===== config.mk =====
export PLATFORM = sky130hd
export DESIGN_NAME = spg_stop_ctrl
export DESIGN_NICKNAME = d
export VERILOG_FILES = /design/src/rtl/spg_pkg.sv /design/src/rtl/spg_dom_sel.sv /design/src/rtl/spg_stop_ctrl.sv
export SDC_FILE = /design/constraint.sdc
export NUM_CORES = 1
export LEC_CHECK = 0
export ABC_AREA = 1
export BUFFER_PORTS_ARGS = -buffer_cell sky130_fd_sc_hd__buf_2
export CORE_ASPECT_RATIO = 0.75
export CORE_UTILIZATION = 55
export DETAILED_ROUTE_END_ITERATION = 7
export HOLD_SLACK_MARGIN = 0.03
export PLACE_DENSITY = 0.74
export SLEW_MARGIN = 25
export SYNTH_ARGS = -nofsm -noshare
export SYNTH_HDL_FRONTEND = slang
export SYNTH_SLANG_ARGS = --single-unit
export TNS_END_PERCENT = 20

===== constraint.sdc =====
create_clock -name core_clk -period 4.3 [get_ports core_clk]
set_input_delay 0.86 -clock core_clk [delete_from_list [all_inputs] [get_ports core_clk]]
set_output_delay 0.86 -clock core_clk [all_outputs]
set_load 0.02 [all_outputs]

===== src/rtl/spg_pkg.sv =====
// Package for the stop-mode power gating block: register map, field
// positions, reset values, mode and power-level types, and the state record.
// Assumes an 8-bit register port with a 4-bit address.
package spg_pkg;

    // Register port widths
    localparam int AW = 4;
    localparam int DW = 8;

    // Register offsets
    localparam logic [3:0] ADDR_MODE_CFG = 4'h0;
    localparam logic [3:0] ADDR_CLK_CFG  = 4'h1;
    localparam logic [3:0] ADDR_AUX_CFG  = 4'h2;
    localparam logic [3:0] ADDR_STATUS   = 4'h3;

    // Mode configuration fields
    localparam int B_LVD_EN      = 0;
    localparam int B_LVD_STOP_EN = 1;
    localparam int B_DEEP_SEL    = 2;
    localparam int B_DEBUG_EN    = 3;
    localparam int B_STOP_EN     = 4;

    // Clock configuration fields
    localparam int B_IREF_CLK_EN  = 0;
    localparam int B_IREF_STOP_EN = 1;
    localparam int B_EREF_CLK_EN  = 2;
    localparam int B_EREF_STOP_EN = 3;
    localparam int B_CRYSTAL_OSCILLATOR_RANGE   = 4;
    localparam int B_ADC_ASYNC    = 5;
    localparam int B_CMP_BANDGAP  = 6;

    // Auxiliary configuration fields
    localparam int B_PS_LO     = 0;
    localparam int B_PS_HI     = 3;
    localparam int B_USB_EN    = 4;
    localparam int B_USB_PHYEN = 5;

    // Status fields
    localparam int B_ST_MODE_LO = 0;
    localparam int B_ST_MODE_HI = 1;
    localparam int B_ST_REG_ON  = 2;
    localparam int B_ST_DBG_CLK = 3;

    // Values after reset
    localparam logic [7:0] RST_CFG  = 8'h00;
    localparam logic [7:0] RST_DATA = 8'h00;
    localparam logic [3:0] PS_OFF   = 4'h0;

    // Operating depth
    typedef enum logic [1:0] {SPG_RUN, SPG_LIGHT, SPG_DEEP} spg_mode_e;

    // Power level of one domain
    typedef enum logic [1:0] {PWR_OFF, PWR_STBY, PWR_ON} spg_pwr_e;

    // Whole register state of the top module
    typedef struct packed {
        spg_mode_e  mode;
        logic [7:0] mode_cfg;
        logic [7:0] clk_cfg;
        logic [7:0] aux_cfg;
        logic [7:0] snap_mode;
        logic [7:0] snap_clk;
        logic [7:0] snap_aux;
        logic [7:0] rdata;
        logic       periph_clk_en;
        logic       debug_clk_en;
        logic       pin_hold;
        spg_pwr_e   pwr_core;
        spg_pwr_e   pwr_ram;
        spg_pwr_e   pwr_reg;
        spg_pwr_e   pwr_adc;
        spg_pwr_e   pwr_cmp;
        spg_pwr_e   pwr_cg;
        spg_pwr_e   pwr_rtc;
        spg_pwr_e   pwr_crystal_oscillator;
        spg_pwr_e   pwr_usb;
    } spg_state_s;

    // Low-voltage detector kept alive through stop
    function automatic logic spg_lvd_stop(input logic [7:0] mcfg);
        spg_lvd_stop = mcfg[B_LVD_EN] & mcfg[B_LVD_STOP_EN];
    endfunction

endpackage


===== src/rtl/spg_dom_sel.sv =====
// Per-domain power level selection from depth and captured configuration.
// Purely combinational; the caller registers every result.
`timescale 1ns/1ps
`default_nettype none
module spg_dom_sel (
    // Depth and captured configuration
    input  wire spg_pkg::spg_mode_e mode,
    input  wire logic [7:0]         mcfg,
    input  wire logic [7:0]         ccfg,
    input  wire logic [7:0]         acfg,
    // Domain controls
    output spg_pkg::spg_pwr_e       pwr_core,
    output spg_pkg::spg_pwr_e       pwr_ram,
    output spg_pkg::spg_pwr_e       pwr_reg,
    output spg_pkg::spg_pwr_e       pwr_adc,
    output spg_pkg::spg_pwr_e       pwr_cmp,
    output spg_pkg::spg_pwr_e       pwr_cg,
    output spg_pkg::spg_pwr_e       pwr_rtc,
    output spg_pkg::spg_pwr_e       pwr_crystal_oscillator,
    output spg_pkg::spg_pwr_e       pwr_usb,
    output logic                    periph_clk_en,
    output logic                    debug_clk_en,
    output logic                    pin_hold
);
    import spg_pkg::*;

    logic low_voltage_detector;
    logic ps_on;

    assign low_voltage_detector   = spg_lvd_stop(mcfg);
    assign ps_on = (acfg[B_PS_HI:B_PS_LO] != PS_OFF);

    // Level for each domain at the given depth
    always_comb begin
        pwr_core      = PWR_ON;
        pwr_ram       = PWR_ON;
        pwr_reg       = PWR_ON;
        pwr_adc       = PWR_ON;
        pwr_cmp       = PWR_ON;
        pwr_cg        = PWR_ON;
        pwr_rtc       = PWR_ON;
        pwr_crystal_oscillator      = PWR_ON;
        pwr_usb       = PWR_ON;
        periph_clk_en = 1'b1;
        debug_clk_en  = 1'b1;
        pin_hold      = 1'b0;
        case (mode)
            SPG_LIGHT: begin
                periph_clk_en = 1'b0;
                debug_clk_en  = mcfg[B_DEBUG_EN];
                pin_hold      = 1'b1;
                pwr_core      = PWR_STBY;
                pwr_ram       = PWR_STBY;
                // Full regulation kept for the detector or for debug
                pwr_reg       = (low_voltage_detector || mcfg[B_DEBUG_EN]) ? PWR_ON : PWR_STBY;
                pwr_adc  = (ccfg[B_ADC_ASYNC] && low_voltage_detector) ? PWR_ON : PWR_STBY;
                pwr_cmp  = (!ccfg[B_CMP_BANDGAP] || low_voltage_detector) ? PWR_ON : PWR_STBY;
                pwr_cg   = (ccfg[B_IREF_CLK_EN] && ccfg[B_IREF_STOP_EN]) ?
                           PWR_ON : PWR_STBY;
                pwr_rtc  = ps_on ? PWR_ON : PWR_OFF;
                pwr_crystal_oscillator = (ccfg[B_EREF_CLK_EN] && ccfg[B_EREF_STOP_EN] &&
                            (!ccfg[B_CRYSTAL_OSCILLATOR_RANGE] || low_voltage_detector)) ? PWR_ON : PWR_STBY;
                pwr_usb  = (acfg[B_USB_EN] && acfg[B_USB_PHYEN]) ?
                           PWR_ON : PWR_OFF;
            end
            SPG_DEEP: begin
                periph_clk_en = 1'b0;
                debug_clk_en  = 1'b0;
                pin_hold      = 1'b1;
                pwr_core      = PWR_OFF;
                pwr_ram       = PWR_STBY;
                pwr_reg       = PWR_OFF;
                pwr_adc       = PWR_OFF;
                pwr_cmp       = PWR_OFF;
                pwr_cg        = PWR_OFF;
                pwr_rtc       = ps_on ? PWR_ON : PWR_OFF;
                pwr_crystal_oscillator      = PWR_OFF;
                pwr_usb       = PWR_OFF;
            end
            default: begin
                pin_hold = 1'b0;
            end
        endcase
    end

endmodule // spg_dom_sel
`default_nettype wire


===== src/rtl/spg_stop_ctrl.sv =====
// Stop-mode power gating controller: picks the stop depth on stop entry,
// captures configuration, and drives clock and power enables per domain.
// Assumes stop_exec and wake are one-cycle pulses synchronous to core_clk.
`timescale 1ns/1ps
`default_nettype none

module spg_stop_ctrl (
    // Clock and reset
    input  wire logic                   core_clk,
    input  wire logic                   rst_b,
    // Processor stop control
    input  wire logic                   stop_exec,
    input  wire logic                   wake,
    // Register port
    input  wire logic [spg_pkg::AW-1:0] reg_addr,
    input  wire logic [spg_pkg::DW-1:0] reg_wdata,
    input  wire logic                   reg_wr,
    input  wire logic                   reg_rd,
    output logic [spg_pkg::DW-1:0]      reg_rdata,
    // Clock enables and pin hold
    output logic                        periph_clk_en,
    output logic                        debug_clk_en,
    output logic                        pin_hold,
    // Domain power levels
    output spg_pkg::spg_pwr_e           pwr_core,
    output spg_pkg::spg_pwr_e           pwr_ram,
    output spg_pkg::spg_pwr_e           pwr_reg,
    output spg_pkg::spg_pwr_e           pwr_adc,
    output spg_pkg::spg_pwr_e           pwr_cmp,
    output spg_pkg::spg_pwr_e           pwr_cg,
    output spg_pkg::spg_pwr_e           pwr_rtc,
    output spg_pkg::spg_pwr_e           pwr_crystal_oscillator,
    output spg_pkg::spg_pwr_e           pwr_usb
);
    import spg_pkg::*;

    spg_state_s state_q;
    spg_state_s state_d;
    logic       stop_take;
    logic       go_deep;
    logic [7:0] status;
    spg_pwr_e   sel_core;
    spg_pwr_e   sel_ram;
    spg_pwr_e   sel_reg;
    spg_pwr_e   sel_adc;
    spg_pwr_e   sel_cmp;
    spg_pwr_e   sel_cg;
    spg_pwr_e   sel_rtc;
    spg_pwr_e   sel_crystal_oscillator;
    spg_pwr_e   sel_usb;
    logic       sel_pclk;
    logic       sel_dclk;
    logic       sel_hold;
    spg_mode_e  mode_nx;
    logic [7:0] snap_mode_nx;
    logic [7:0] snap_clk_nx;
    logic [7:0] snap_aux_nx;

    // Depth held after this edge: entry from run, wake from either stop
    function automatic spg_mode_e next_depth(input spg_mode_e cur, input logic take,
                                             input logic deep, input logic wk);
        case (cur)
            SPG_RUN: begin
                if (take) begin
                    next_depth = deep ? SPG_DEEP : SPG_LIGHT;
                end else begin
                    next_depth = SPG_RUN;
                end
            end
            SPG_LIGHT, SPG_DEEP: begin
                next_depth = wk ? SPG_RUN : cur;
            end
            default: begin
                next_depth = SPG_RUN;
            end
        endcase
    endfunction

    // Stop accepted only from run with stops allowed
    assign stop_take = stop_exec && (state_q.mode == SPG_RUN) &&
                       state_q.mode_cfg[B_STOP_EN];
    // Deep depth refused while detector or debug must stay alive
    assign go_deep   = state_q.mode_cfg[B_DEEP_SEL] &&
                       !spg_lvd_stop(state_q.mode_cfg) &&
                       !state_q.mode_cfg[B_DEBUG_EN];

    // Depth and snapshot for the coming cycle, kept apart from the state copy
    // so that the selector does not read back the record it feeds
    assign mode_nx      = next_depth(state_q.mode, stop_take, go_deep, wake);
    assign snap_mode_nx = stop_take ? state_q.mode_cfg : state_q.snap_mode;
    assign snap_clk_nx  = stop_take ? state_q.clk_cfg  : state_q.snap_clk;
    assign snap_aux_nx  = stop_take ? state_q.aux_cfg  : state_q.snap_aux;

    // Status word
    always_comb begin
        status                           = RST_DATA;
        status[B_ST_MODE_HI:B_ST_MODE_LO] = state_q.mode;
        status[B_ST_REG_ON]              = (state_q.pwr_reg == PWR_ON);
        status[B_ST_DBG_CLK]             = state_q.debug_clk_en;
    end

    // Domain levels for the depth about to be held
    spg_dom_sel u_sel (
        .mode          (mode_nx),
        .mcfg          (snap_mode_nx),
        .ccfg          (snap_clk_nx),
        .acfg          (snap_aux_nx),
        .pwr_core      (sel_core),
        .pwr_ram       (sel_ram),
        .pwr_reg       (sel_reg),
        .pwr_adc       (sel_adc),
        .pwr_cmp       (sel_cmp),
        .pwr_cg        (sel_cg),
        .pwr_rtc       (sel_rtc),
        .pwr_crystal_oscillator      (sel_crystal_oscillator),
        .pwr_usb       (sel_usb),
        .periph_clk_en (sel_pclk),
        .debug_clk_en  (sel_dclk),
        .pin_hold      (sel_hold)
    );

    // Next state: depth, registers, snapshot, read data, outputs
    always_comb begin
        state_d       = state_q;
        state_d.rdata = RST_DATA;
        state_d.mode      = mode_nx;
        state_d.snap_mode = snap_mode_nx;
        state_d.snap_clk  = snap_clk_nx;
        state_d.snap_aux  = snap_aux_nx;
        // Register writes
        if (reg_wr) begin
            case (reg_addr)
                ADDR_MODE_CFG: state_d.mode_cfg = reg_wdata;
                ADDR_CLK_CFG:  state_d.clk_cfg  = reg_wdata;
                ADDR_AUX_CFG:  state_d.aux_cfg  = reg_wdata;
                default:       state_d.mode_cfg = state_q.mode_cfg;
            endcase
        end
        // Register reads, unmapped reads as zero
        if (reg_rd) begin
            case (reg_addr)
                ADDR_MODE_CFG: state_d.rdata = state_q.mode_cfg;
                ADDR_CLK_CFG:  state_d.rdata = state_q.clk_cfg;
                ADDR_AUX_CFG:  state_d.rdata = state_q.aux_cfg;
                ADDR_STATUS:   state_d.rdata = status;
                default:       state_d.rdata = RST_DATA;
            endcase
        end
        state_d.periph_clk_en = sel_pclk;
        state_d.debug_clk_en  = sel_dclk;
        state_d.pin_hold      = sel_hold;
        state_d.pwr_core      = sel_core;
        state_d.pwr_ram       = sel_ram;
        state_d.pwr_reg       = sel_reg;
        state_d.pwr_adc       = sel_adc;
        state_d.pwr_cmp       = sel_cmp;
        state_d.pwr_cg        = sel_cg;
        state_d.pwr_rtc       = sel_rtc;
        state_d.pwr_crystal_oscillator      = sel_crystal_oscillator;
        state_d.pwr_usb       = sel_usb;
    end

    // State register with synchronous reset
    always_ff @(posedge core_clk) begin
        if (!rst_b) begin
            state_q               <= '0;
            state_q.mode          <= SPG_RUN;
            state_q.mode_cfg      <= RST_CFG;
            state_q.clk_cfg       <= RST_CFG;
            state_q.aux_cfg       <= RST_CFG;
            state_q.periph_clk_en <= 1'b1;
            state_q.debug_clk_en  <= 1'b1;
            state_q.pwr_core      <= PWR_ON;
            state_q.pwr_ram       <= PWR_ON;
            state_q.pwr_reg       <= PWR_ON;
            state_q.pwr_adc       <= PWR_ON;
            state_q.pwr_cmp       <= PWR_ON;
            state_q.pwr_cg        <= PWR_ON;
            state_q.pwr_rtc       <= PWR_ON;
            state_q.pwr_crystal_oscillator      <= PWR_ON;
            state_q.pwr_usb       <= PWR_ON;
        end else begin
            state_q <= state_d;
        end
    end

    // Outputs straight from the state register
    assign reg_rdata     = state_q.rdata;
    assign periph_clk_en = state_q.periph_clk_en;
    assign debug_clk_en  = state_q.debug_clk_en;
    assign pin_hold      = state_q.pin_hold;
    assign pwr_core      = state_q.pwr_core;
    assign pwr_ram       = state_q.pwr_ram;
    assign pwr_reg       = state_q.pwr_reg;
    assign pwr_adc       = state_q.pwr_adc;
    assign pwr_cmp       = state_q.pwr_cmp;
    assign pwr_cg        = state_q.pwr_cg;
    assign pwr_rtc       = state_q.pwr_rtc;
    assign pwr_crystal_oscillator      = state_q.pwr_crystal_oscillator;
    assign pwr_usb       = state_q.pwr_usb;

    logic lvd_snap;
    assign lvd_snap = spg_lvd_stop(state_q.snap_mode);
endmodule // spg_stop_ctrl
`default_nettype wire


==> reports/metrics.cfg, run 1 <==
[timing]
period_minus_slack_ns = 2.388
rsz0062_at_grt = no
worst_clock_skew_ns = 0.009859
slew_headroom_pct = 55.70
setup_ws_ns = 1.912
worst_slew_pin_slew_ns = 0.6636
drv_slew = 0
fmax_ghz = 0.4188
setup_viol = 0
hold_viol = 0
period_share_pct = 55.54
tns_ns = 0
finalHoldWorstSlack_ns = 0.4622

[global_route]
busiest_layer = met1
grtUsageMet3_pct = 9.682
use_met1_pct = 35.65
grt_first_pass_wirelength_mm = 10.29
grtUsageTotal_pct = 25.01
grtUsageMet2_pct = 34.42
grt_pass1_vias = 2120
antenna_found_initial = 0
overflow = 0
grt_max_degree = 37

[drt]
ant_nets = 0
via_count = 2332
wl_per_cell_um = 13.48
drtIter0Drc = 202
firstDrtPassIters = 4
wirelength_mm = 6.282
drc_errors = 0
vias_per_cell = 5.004

[outcome]
status = completed

[synth]
synth_area_leaders = dfxtp_1 (45%), nand2_1 (9.5%), buf_4 (6.7%), a21oi_1 (5.0%), inv_1 (4.8%)
synth_cells = 370
synth_area_um2 = 2909
postSynthAreaPerCell_um2 = 7.862
synth.distinct_cells = 26
synth_top_area_share_pct = 45.42
synth_seq_cells = 66
ys_seq_area_share_pct = 45.42
yosys.area.top_type = dfxtp_1
yosysWarnings = 0

[layout]
area_delta_synth_final_pct = 8.516
diodes = 0
final_common_cell = nand2_1
design_area_um2 = 3157
top_register = state_q
fin_util_pct = 63.36
final_cells = 466
nNetsFinal = 412
largest_reg_flops = 42
final_cell_mix = nand2_1 (74), dfxtp_1 (66), buf_2 (44)
layout-drive-gt1-share_pct = 23.35
fillers = 451

[job]
maxCapViolCount = 0

[clocking]
cts_buffers = 9
cts_tree = built
post_cts.repair.setup_buffers = 0
path_clk_slew_ns = 0.07
htree_levels = 3
insertion_delay_ns = 0.35
cts-root-buf = clkbuf_8
cts_buffer_depth = 2
ctsHoldBuffers = 0
clock-sinks = 66
post_cts_resized = 0

[place]
gp_congestion = 0.8249
dp.cells = 450
placed_cell_area_um2 = 2938
io_buffers = 44
dp_slack_ns = 1.646
dp_hpwl_mm = 4.547

[hold_path]
hold_path_class = reg -> reg

[critical_path]
critPathRequiredTime_ns = 4.51
regToRegSetupSlack_ns = 1.91
crit_path_end_kind = flop
crit_arrival_ns = 2.60
crit_type = reg -> reg
crit_path_start_kind = flop
cp_max_fo = 15

[die]
ioPinCount = 47
initial_core_util_pct = 58.39
core_area_um2 = 4982
die_height_um = 64.99
die-area_um2 = 5587
die_w_um = 85.98
rows = 22

[pwr]
p_leak_nw = 1.334
p_per_area_nw_per_um2 = 397.6
ir_drop_v = 0.0002551
power_mw = 1.255

## cells in the mapped netlist
cell type,number
buf_6,4
conb_1,1
inv_2,6
nor2_4,2
nand4_1,4
nand2_4,2
o21ai_1,6
dfxtp_1,66
buf_12,1
nor2_1,31
nand3_2,2
o211ai_1,3
o21ai_0,18
nand2_1,74
o21ai_2,5
buf_2,2
nand2_2,11
clkbuf_1,4
nand4_4,1
nand3_1,26
nor2_2,3
nor2_8,1
inv_1,37
ha_1,5
a21oi_1,29
buf_4,26
## critical path, cell delays in order (launching register included)
cell and delay (ns):
dfxtp_1 0.34, inv_1 0.06, ha_1 0.29, nand2_2 0.13
nor2_8 0.25, nand2_1 0.09, nand2_1 0.07, nand2_2 0.07
inv_1 0.08, ha_1 0.29, nor2_1 0.07, nor2_1 0.30
o21ai_0 0.18
## path summary, 6_finish.rpt
path | from | to | depth (start not counted)
max | state_q[77] | debug_clk_en | 12
min | state_q[59] | state_q[59] | 2
max reg2reg | state_q[77] | debug_clk_en | 12
min reg2reg | state_q[59] | state_q[59] | 2
## cell type report
| cell class | instances | area, um2 | share of cell area [%] |
|---|---|---|---|
| repair buffers | 44 | 220.2 | 6.976 |
| inverters | 43 | 161.4 | 5.113 |
| well taps | 72 | 90.09 | 2.854 |
| clock inverters | 5 | 77.57 | 2.457 |
| clock buffers | 11 | 141.4 | 4.479 |
| multi-input cells | 225 | 1145 | 36.27 |
| flip-flops and latches | 66 | 1321 | 41.85 |
## report_power, final
part / switching [mW] / leakage (nW) / internal [mW]
Sequential: 0.00287 / 0.533 / 0.617
Combinational: 0.0416 / 0.692 / 0.0150
Clock: 0.239 / 0.109 / 0.340
## metal layers
metal	vias to the layer above	wire length, um
li1	1179	-
met2	58	2572
met4	0	84
met1	1086	3180
met3	9	445
met5	-	0
## logic make-up after synthesis
kind of cell | synth area share (%)
AOI/OAI and AO/OA | 11.40
other | 0.1289
adders and majority gates | 2.151
and+or+nand+nor | 25.55
buffers and inverters | 15.35
DFF | 45.42
(Power assumes the default switching activity.)
==> run 2, diff against run 1 <==
--- a/config.mk
+++ b/config.mk
@@ -8,10 +8,10 @@
 export ABC_AREA = 1
 export BUFFER_PORTS_ARGS = -buffer_cell sky130_fd_sc_hd__buf_2
 export CORE_ASPECT_RATIO = 0.75
-export CORE_UTILIZATION = 55
+export CORE_UTILIZATION = 50
 export DETAILED_ROUTE_END_ITERATION = 7
 export HOLD_SLACK_MARGIN = 0.03
-export PLACE_DENSITY = 0.74
+export PLACE_DENSITY = 0.71
 export SLEW_MARGIN = 25
 export SYNTH_ARGS = -nofsm -noshare
 export SYNTH_HDL_FRONTEND = slang
==> constraint.sdc (replaced) <==
create_clock -name core_clk -period 2.02 [get_ports core_clk]
set_input_delay 0.404 -clock core_clk [delete_from_list [all_inputs] [get_ports core_clk]]
set_output_delay 0.404 -clock core_clk [all_outputs]
set_load 0.02 [all_outputs]
==> run 2 against run 1 <==
Setup slack lost 1.8 ns. Core utilization is 5.1 points lower. Flip-flop and latch count unchanged. Sequential power up 110%. Cell count is 2.1% higher. Critical path depth increased by 2. Design area rose by 0.83%.
==> reports/metrics.cfg, run 2 (same netlist as run 1, synthesis figures left out) <==
[drt]
vias_per_cell = 4.775
drc_errors = 0
via_count = 2273
met2_length_mm = 2.437
wl_per_cell_um = 12.41
wl_met3_um = 422
wirelength_mm = 5.906
wl_met1_mm = 2.976
drtIter0Drc = 163
top_layer = met4
ant_nets = 0
firstDrtPassIters = 4

[global_route]
antenna_found_initial = 0
grt_max_degree = 29
grt_pass1_vias = 2034
grtUsageTotal_pct = 20.90
grt_first_pass_wirelength_mm = 9.639
overflow = 0

[place]
dp_hpwl_mm = 4.364
placed_cell_area_um2 = 2987
gp_congestion = 0.8056
io_buffers = 44

[job]
maxCapViolCount = 0

[die]
initial_core_util_pct = 53.20
die_height_um = 68.06
die-area_um2 = 6130
core_area_um2 = 5468
die_w_um = 90.08
rows = 23
ioPinCount = 47

[critical_path]
crit_path_end_kind = flop
crit_arrival_ns = 2.14
critPathRequiredTime_ns = 2.29
crit_path_start_kind = flop
regToRegSetupSlack_ns = 0.15
crit_type = reg -> reg
cp_max_fo = 4

[timing]
drv_slew = 0
fmax_ghz = 0.5355
setup_viol = 0
period_minus_slack_ns = 1.867
period_share_pct = 92.45
worst_clock_skew_ns = 0.005553
tns_ns = 0
hold_viol = 0
finalHoldWorstSlack_ns = 0.3527

[clocking]
clock-sinks = 66
ctsHoldBuffers = 0
cts-root-buf = clkbuf_8
cts_buffer_depth = 2
cts_tree = built
htree_levels = 3
path_clk_slew_ns = 0.07
insertion_delay_ns = 0.34
cts_buffers = 9

[layout]
nNetsFinal = 419
diodes = 0
largest_reg_flops = 42
final_common_cell = nand2_1
design_area_um2 = 3183
final_cell_mix = nand2_1 (74), dfxtp_1 (66), buf_2 (44)
area_delta_synth_final_pct = 9.419
layout-drive-gt1-share_pct = 25.69
top_register = state_q

[outcome]
status = completed

[pwr]
power_mw = 2.381
p_per_area_nw_per_um2 = 747.9
p_leak_nw = 1.350
ir_drop_v = 0.0003559

[hold_path]
hold_path_class = in -> reg

-- run 2: cell type report --
cell class              count  area [um2]
fillers                   536        2285
multi-input cells         225        1170
well taps                  75       93.84
clock buffers              13       148.9
clock inverters             3       15.01
repair buffers             51       272.8
inverters                  43       161.4
flip-flops and latches     66        1321
-- run 2: power breakdown --
group	switching, mW	internal (mW)
logic	0.0879	0.0349
clock network	0.465	0.474
registers	0.00570	1.31
total	0.559	1.82
-- run 2: stage by stage --
step,util [%],instances,setup WS (ns)
after global routing,58.22,476,-0.005027
after CTS,57.67,475,0.001439
final,58.22,476,0.1526
after floorplan,-,371,0.04711
after global placement,54.62,459,0.1496
after detailed placement,54.62,459,0.02467
-- run 2: timing repair --
action / CTS / global route
pin swaps: 0 / 3
gates resized for setup: 1 / 7
setup endpoints to repair: 3 / 13
buffers inserted: 0 / 1
-- run 2: worst max-delay path, cell delays in order, from the launching register on --
cell     delay (ns)
dfxtp_1        0.34
inv_1          0.10
ha_4           0.15
nand2_2        0.09
nor2_8         0.15
nand4_4        0.08
nand2_2        0.07
nand2_2        0.08
inv_2          0.06
ha_1           0.22
nor2_2         0.12
inv_2          0.07
nor2_4         0.11
inv_2          0.06
a21oi_1        0.10
-- run 2: path summary, 6_finish.rpt --
path,cells past startpoint,from,endpoint
worst max-delay path,14,state_q[78],pwr_crystal_oscillator[0]
worst min-delay path,3,reg_wdata[7],state_q[60]
worst max register to register,14,state_q[78],pwr_crystal_oscillator[0]
worst min register to register,2,state_q[74],state_q[74]
-- run 2: per-layer routing --
metal	vias to the layer above	global-route usage [%]
met5	-	0
met4	0	7.863
met3	7	6.667
met2	72	31.77
met1	1002	28.01
li1	1192	-
==> run 3, diff against run 2 <==
--- a/config.mk
+++ b/config.mk
@@ -6,12 +6,13 @@
 export NUM_CORES = 1
 export LEC_CHECK = 0
 export ABC_AREA = 1
+export ABC_CLOCK_PERIOD_IN_PS = 2020
 export BUFFER_PORTS_ARGS = -buffer_cell sky130_fd_sc_hd__buf_2
 export CORE_ASPECT_RATIO = 0.75
-export CORE_UTILIZATION = 50
+export CORE_UTILIZATION = 45
 export DETAILED_ROUTE_END_ITERATION = 7
 export HOLD_SLACK_MARGIN = 0.03
-export PLACE_DENSITY = 0.71
+export PLACE_DENSITY = 0.64
 export SLEW_MARGIN = 25
 export SYNTH_ARGS = -nofsm -noshare
 export SYNTH_HDL_FRONTEND = slang
==> run 3 against run 2 <==
Combinational power about the same. Critical path depth unchanged. Non-clock buffer count increased by 2. Clock skew about the same. Flip-flop and latch count unchanged. Largest power group unchanged. Clock power increased by 3.5%. Core utilization decreased by 5.1 points.
==> reports/metrics.cfg, run 3 (same netlist as run 1, synthesis figures left out) <==
[outcome]
status = completed

[place]
io_buffers = 44
gp_congestion = 0.8116
dp_hpwl_mm = 4.583
dp_slack_ns = 0.04995

[global_route]
grt_max_degree = 30
grt_pass1_vias = 2022
grtUsageTotal_pct = 20.42
overflow = 0
grt_first_pass_wirelength_mm = 10.14
antenna_found_initial = 0

[critical_path]
crit_arrival_ns = 2.16
crit_type = reg -> reg
crit_path_end_kind = flop
crit_path_start_kind = flop
cp_max_fo = 6
critPathRequiredTime_ns = 2.29

[timing]
setup_viol = 0
worst_clock_skew_ns = 0.005968
fmax_ghz = 0.5294
period_share_pct = 93.52
setup_ws_ns = 0.1309
period_minus_slack_ns = 1.889
hold_viol = 0
drv_slew = 0

[drt]
wl_per_cell_um = 12.94
wirelength_mm = 6.213
met2_length_mm = 2.519
wl_met1_mm = 3.106
wl_met3_um = 505
via_count = 2300
drc_errors = 0
ant_nets = 0
vias_per_cell = 4.792
drtIter0Drc = 157
firstDrtPassIters = 4
top_layer = met4

[layout]
diodes = 0
final_common_cell = nand2_1
top_register = state_q
area_delta_synth_final_pct = 10.15
layout-drive-gt1-share_pct = 27.11
nNetsFinal = 421
fillers = 596
largest_reg_flops = 42
final_cell_mix = nand2_1 (74), dfxtp_1 (66), buf_2 (44)

[job]
maxCapViolCount = 0

[clocking]
cts-root-buf = clkbuf_8
clock-sinks = 66
cts_buffers = 9
cts_tree = built
path_clk_slew_ns = 0.07
insertion_delay_ns = 0.34
htree_levels = 3
cts_buffer_depth = 2
ctsHoldBuffers = 0

[die]
die_height_um = 71.63
rows = 24
core_area_um2 = 6036
die-area_um2 = 6793
initial_core_util_pct = 48.20
ioPinCount = 47
die_w_um = 94.84

[pwr]
ir_drop_v = 0.0004896
p_per_area_nw_per_um2 = 754.0
p_leak_nw = 1.362
power_mw = 2.416

[hold_path]
hold_path_class = in -> reg

==> run 3: changes by cell type in the layout (fill, tap and decap cells not counted), sizes merged <==
cell	change
clkbuf	-1
buf	+2
==> run 3: final timing paths <==
kind                     start  slack (ns)     endpoint  cells past startpoint
setup / recovery   state_q[77]        0.13    pwr_cg[0]                     14
setup reg to reg   state_q[77]        0.13    pwr_cg[0]                     14
hold / removal    reg_wdata[7]        0.35  state_q[68]                      3
hold reg to reg    state_q[61]        0.46  state_q[61]                      2
==> run 3: metal layers <==
layer | vias up | GRT usage (%)
met5 | - | 0
met4 | 0 | 6.566
met3 | 11 | 7.643
met2 | 63 | 25.66
met1 | 1029 | 31.34
li1 | 1197 | -
==> run 3: critical path, cell delays in order, from the launching register on <==
cell and delay [ns]:
dfxtp_1 0.31, inv_1 0.06, ha_2 0.18, nand2_2 0.09, nor2_8 0.16, nand4_4 0.08
nand2_2 0.08, nand2_2 0.09, inv_2 0.06, ha_1 0.23, nor2_2 0.13, inv_2 0.08
nor2_4 0.11, inv_2 0.06, nor2_1 0.10
==> run 3: cell type report <==
| type | count | area [um2] | share of cell area (%) |
|---|---|---|---|
| Multi-Input combinational cell | 225 | 1166 | 36.39 |
| Clock inverter | 3 | 15.01 | 0.4686 |
| Clock buffer | 12 | 155.1 | 4.842 |
| Sequential cell | 66 | 1321 | 41.23 |
| Timing Repair Buffer | 53 | 287.8 | 8.981 |
| Inverter | 43 | 161.4 | 5.037 |
| Tap cell | 78 | 97.59 | 3.046 |
==> run 3: stage by stage <==
| stage | cells | util (%) | hold WS [ns] | setup TNS [ns] | area [um2] |
|---|---|---|---|---|---|
| 2_1_floorplan | 371 | - | 0.4391 | 0 | 2913 |
| 3_3_place_gp | 463 | 49.67 | 0.4493 | 0 | 2998 |
| 3_5_place_dp | 463 | 49.67 | 0.4542 | 0 | 2998 |
| 4_1_cts | 478 | 52.49 | 0.3389 | 0 | 3168 |
| 5_1_grt | 480 | 53.09 | 0.3433 | -0.005915 | 3204 |
| 6_report | 480 | 53.09 | 0.3532 | 0 | 3204 |
==> run 3: repair_timing <==
action | in CTS | in global routing
endpoints found under the setup margin | 0 | 13
gates resized for setup | 0 | 10
setup buffers | 0 | 2
==> run 3: where the power goes <==
part	internal, mW	switching, mW
clock network	0.499	0.473
registers	1.31	0.00589
logic	0.0349	0.0896
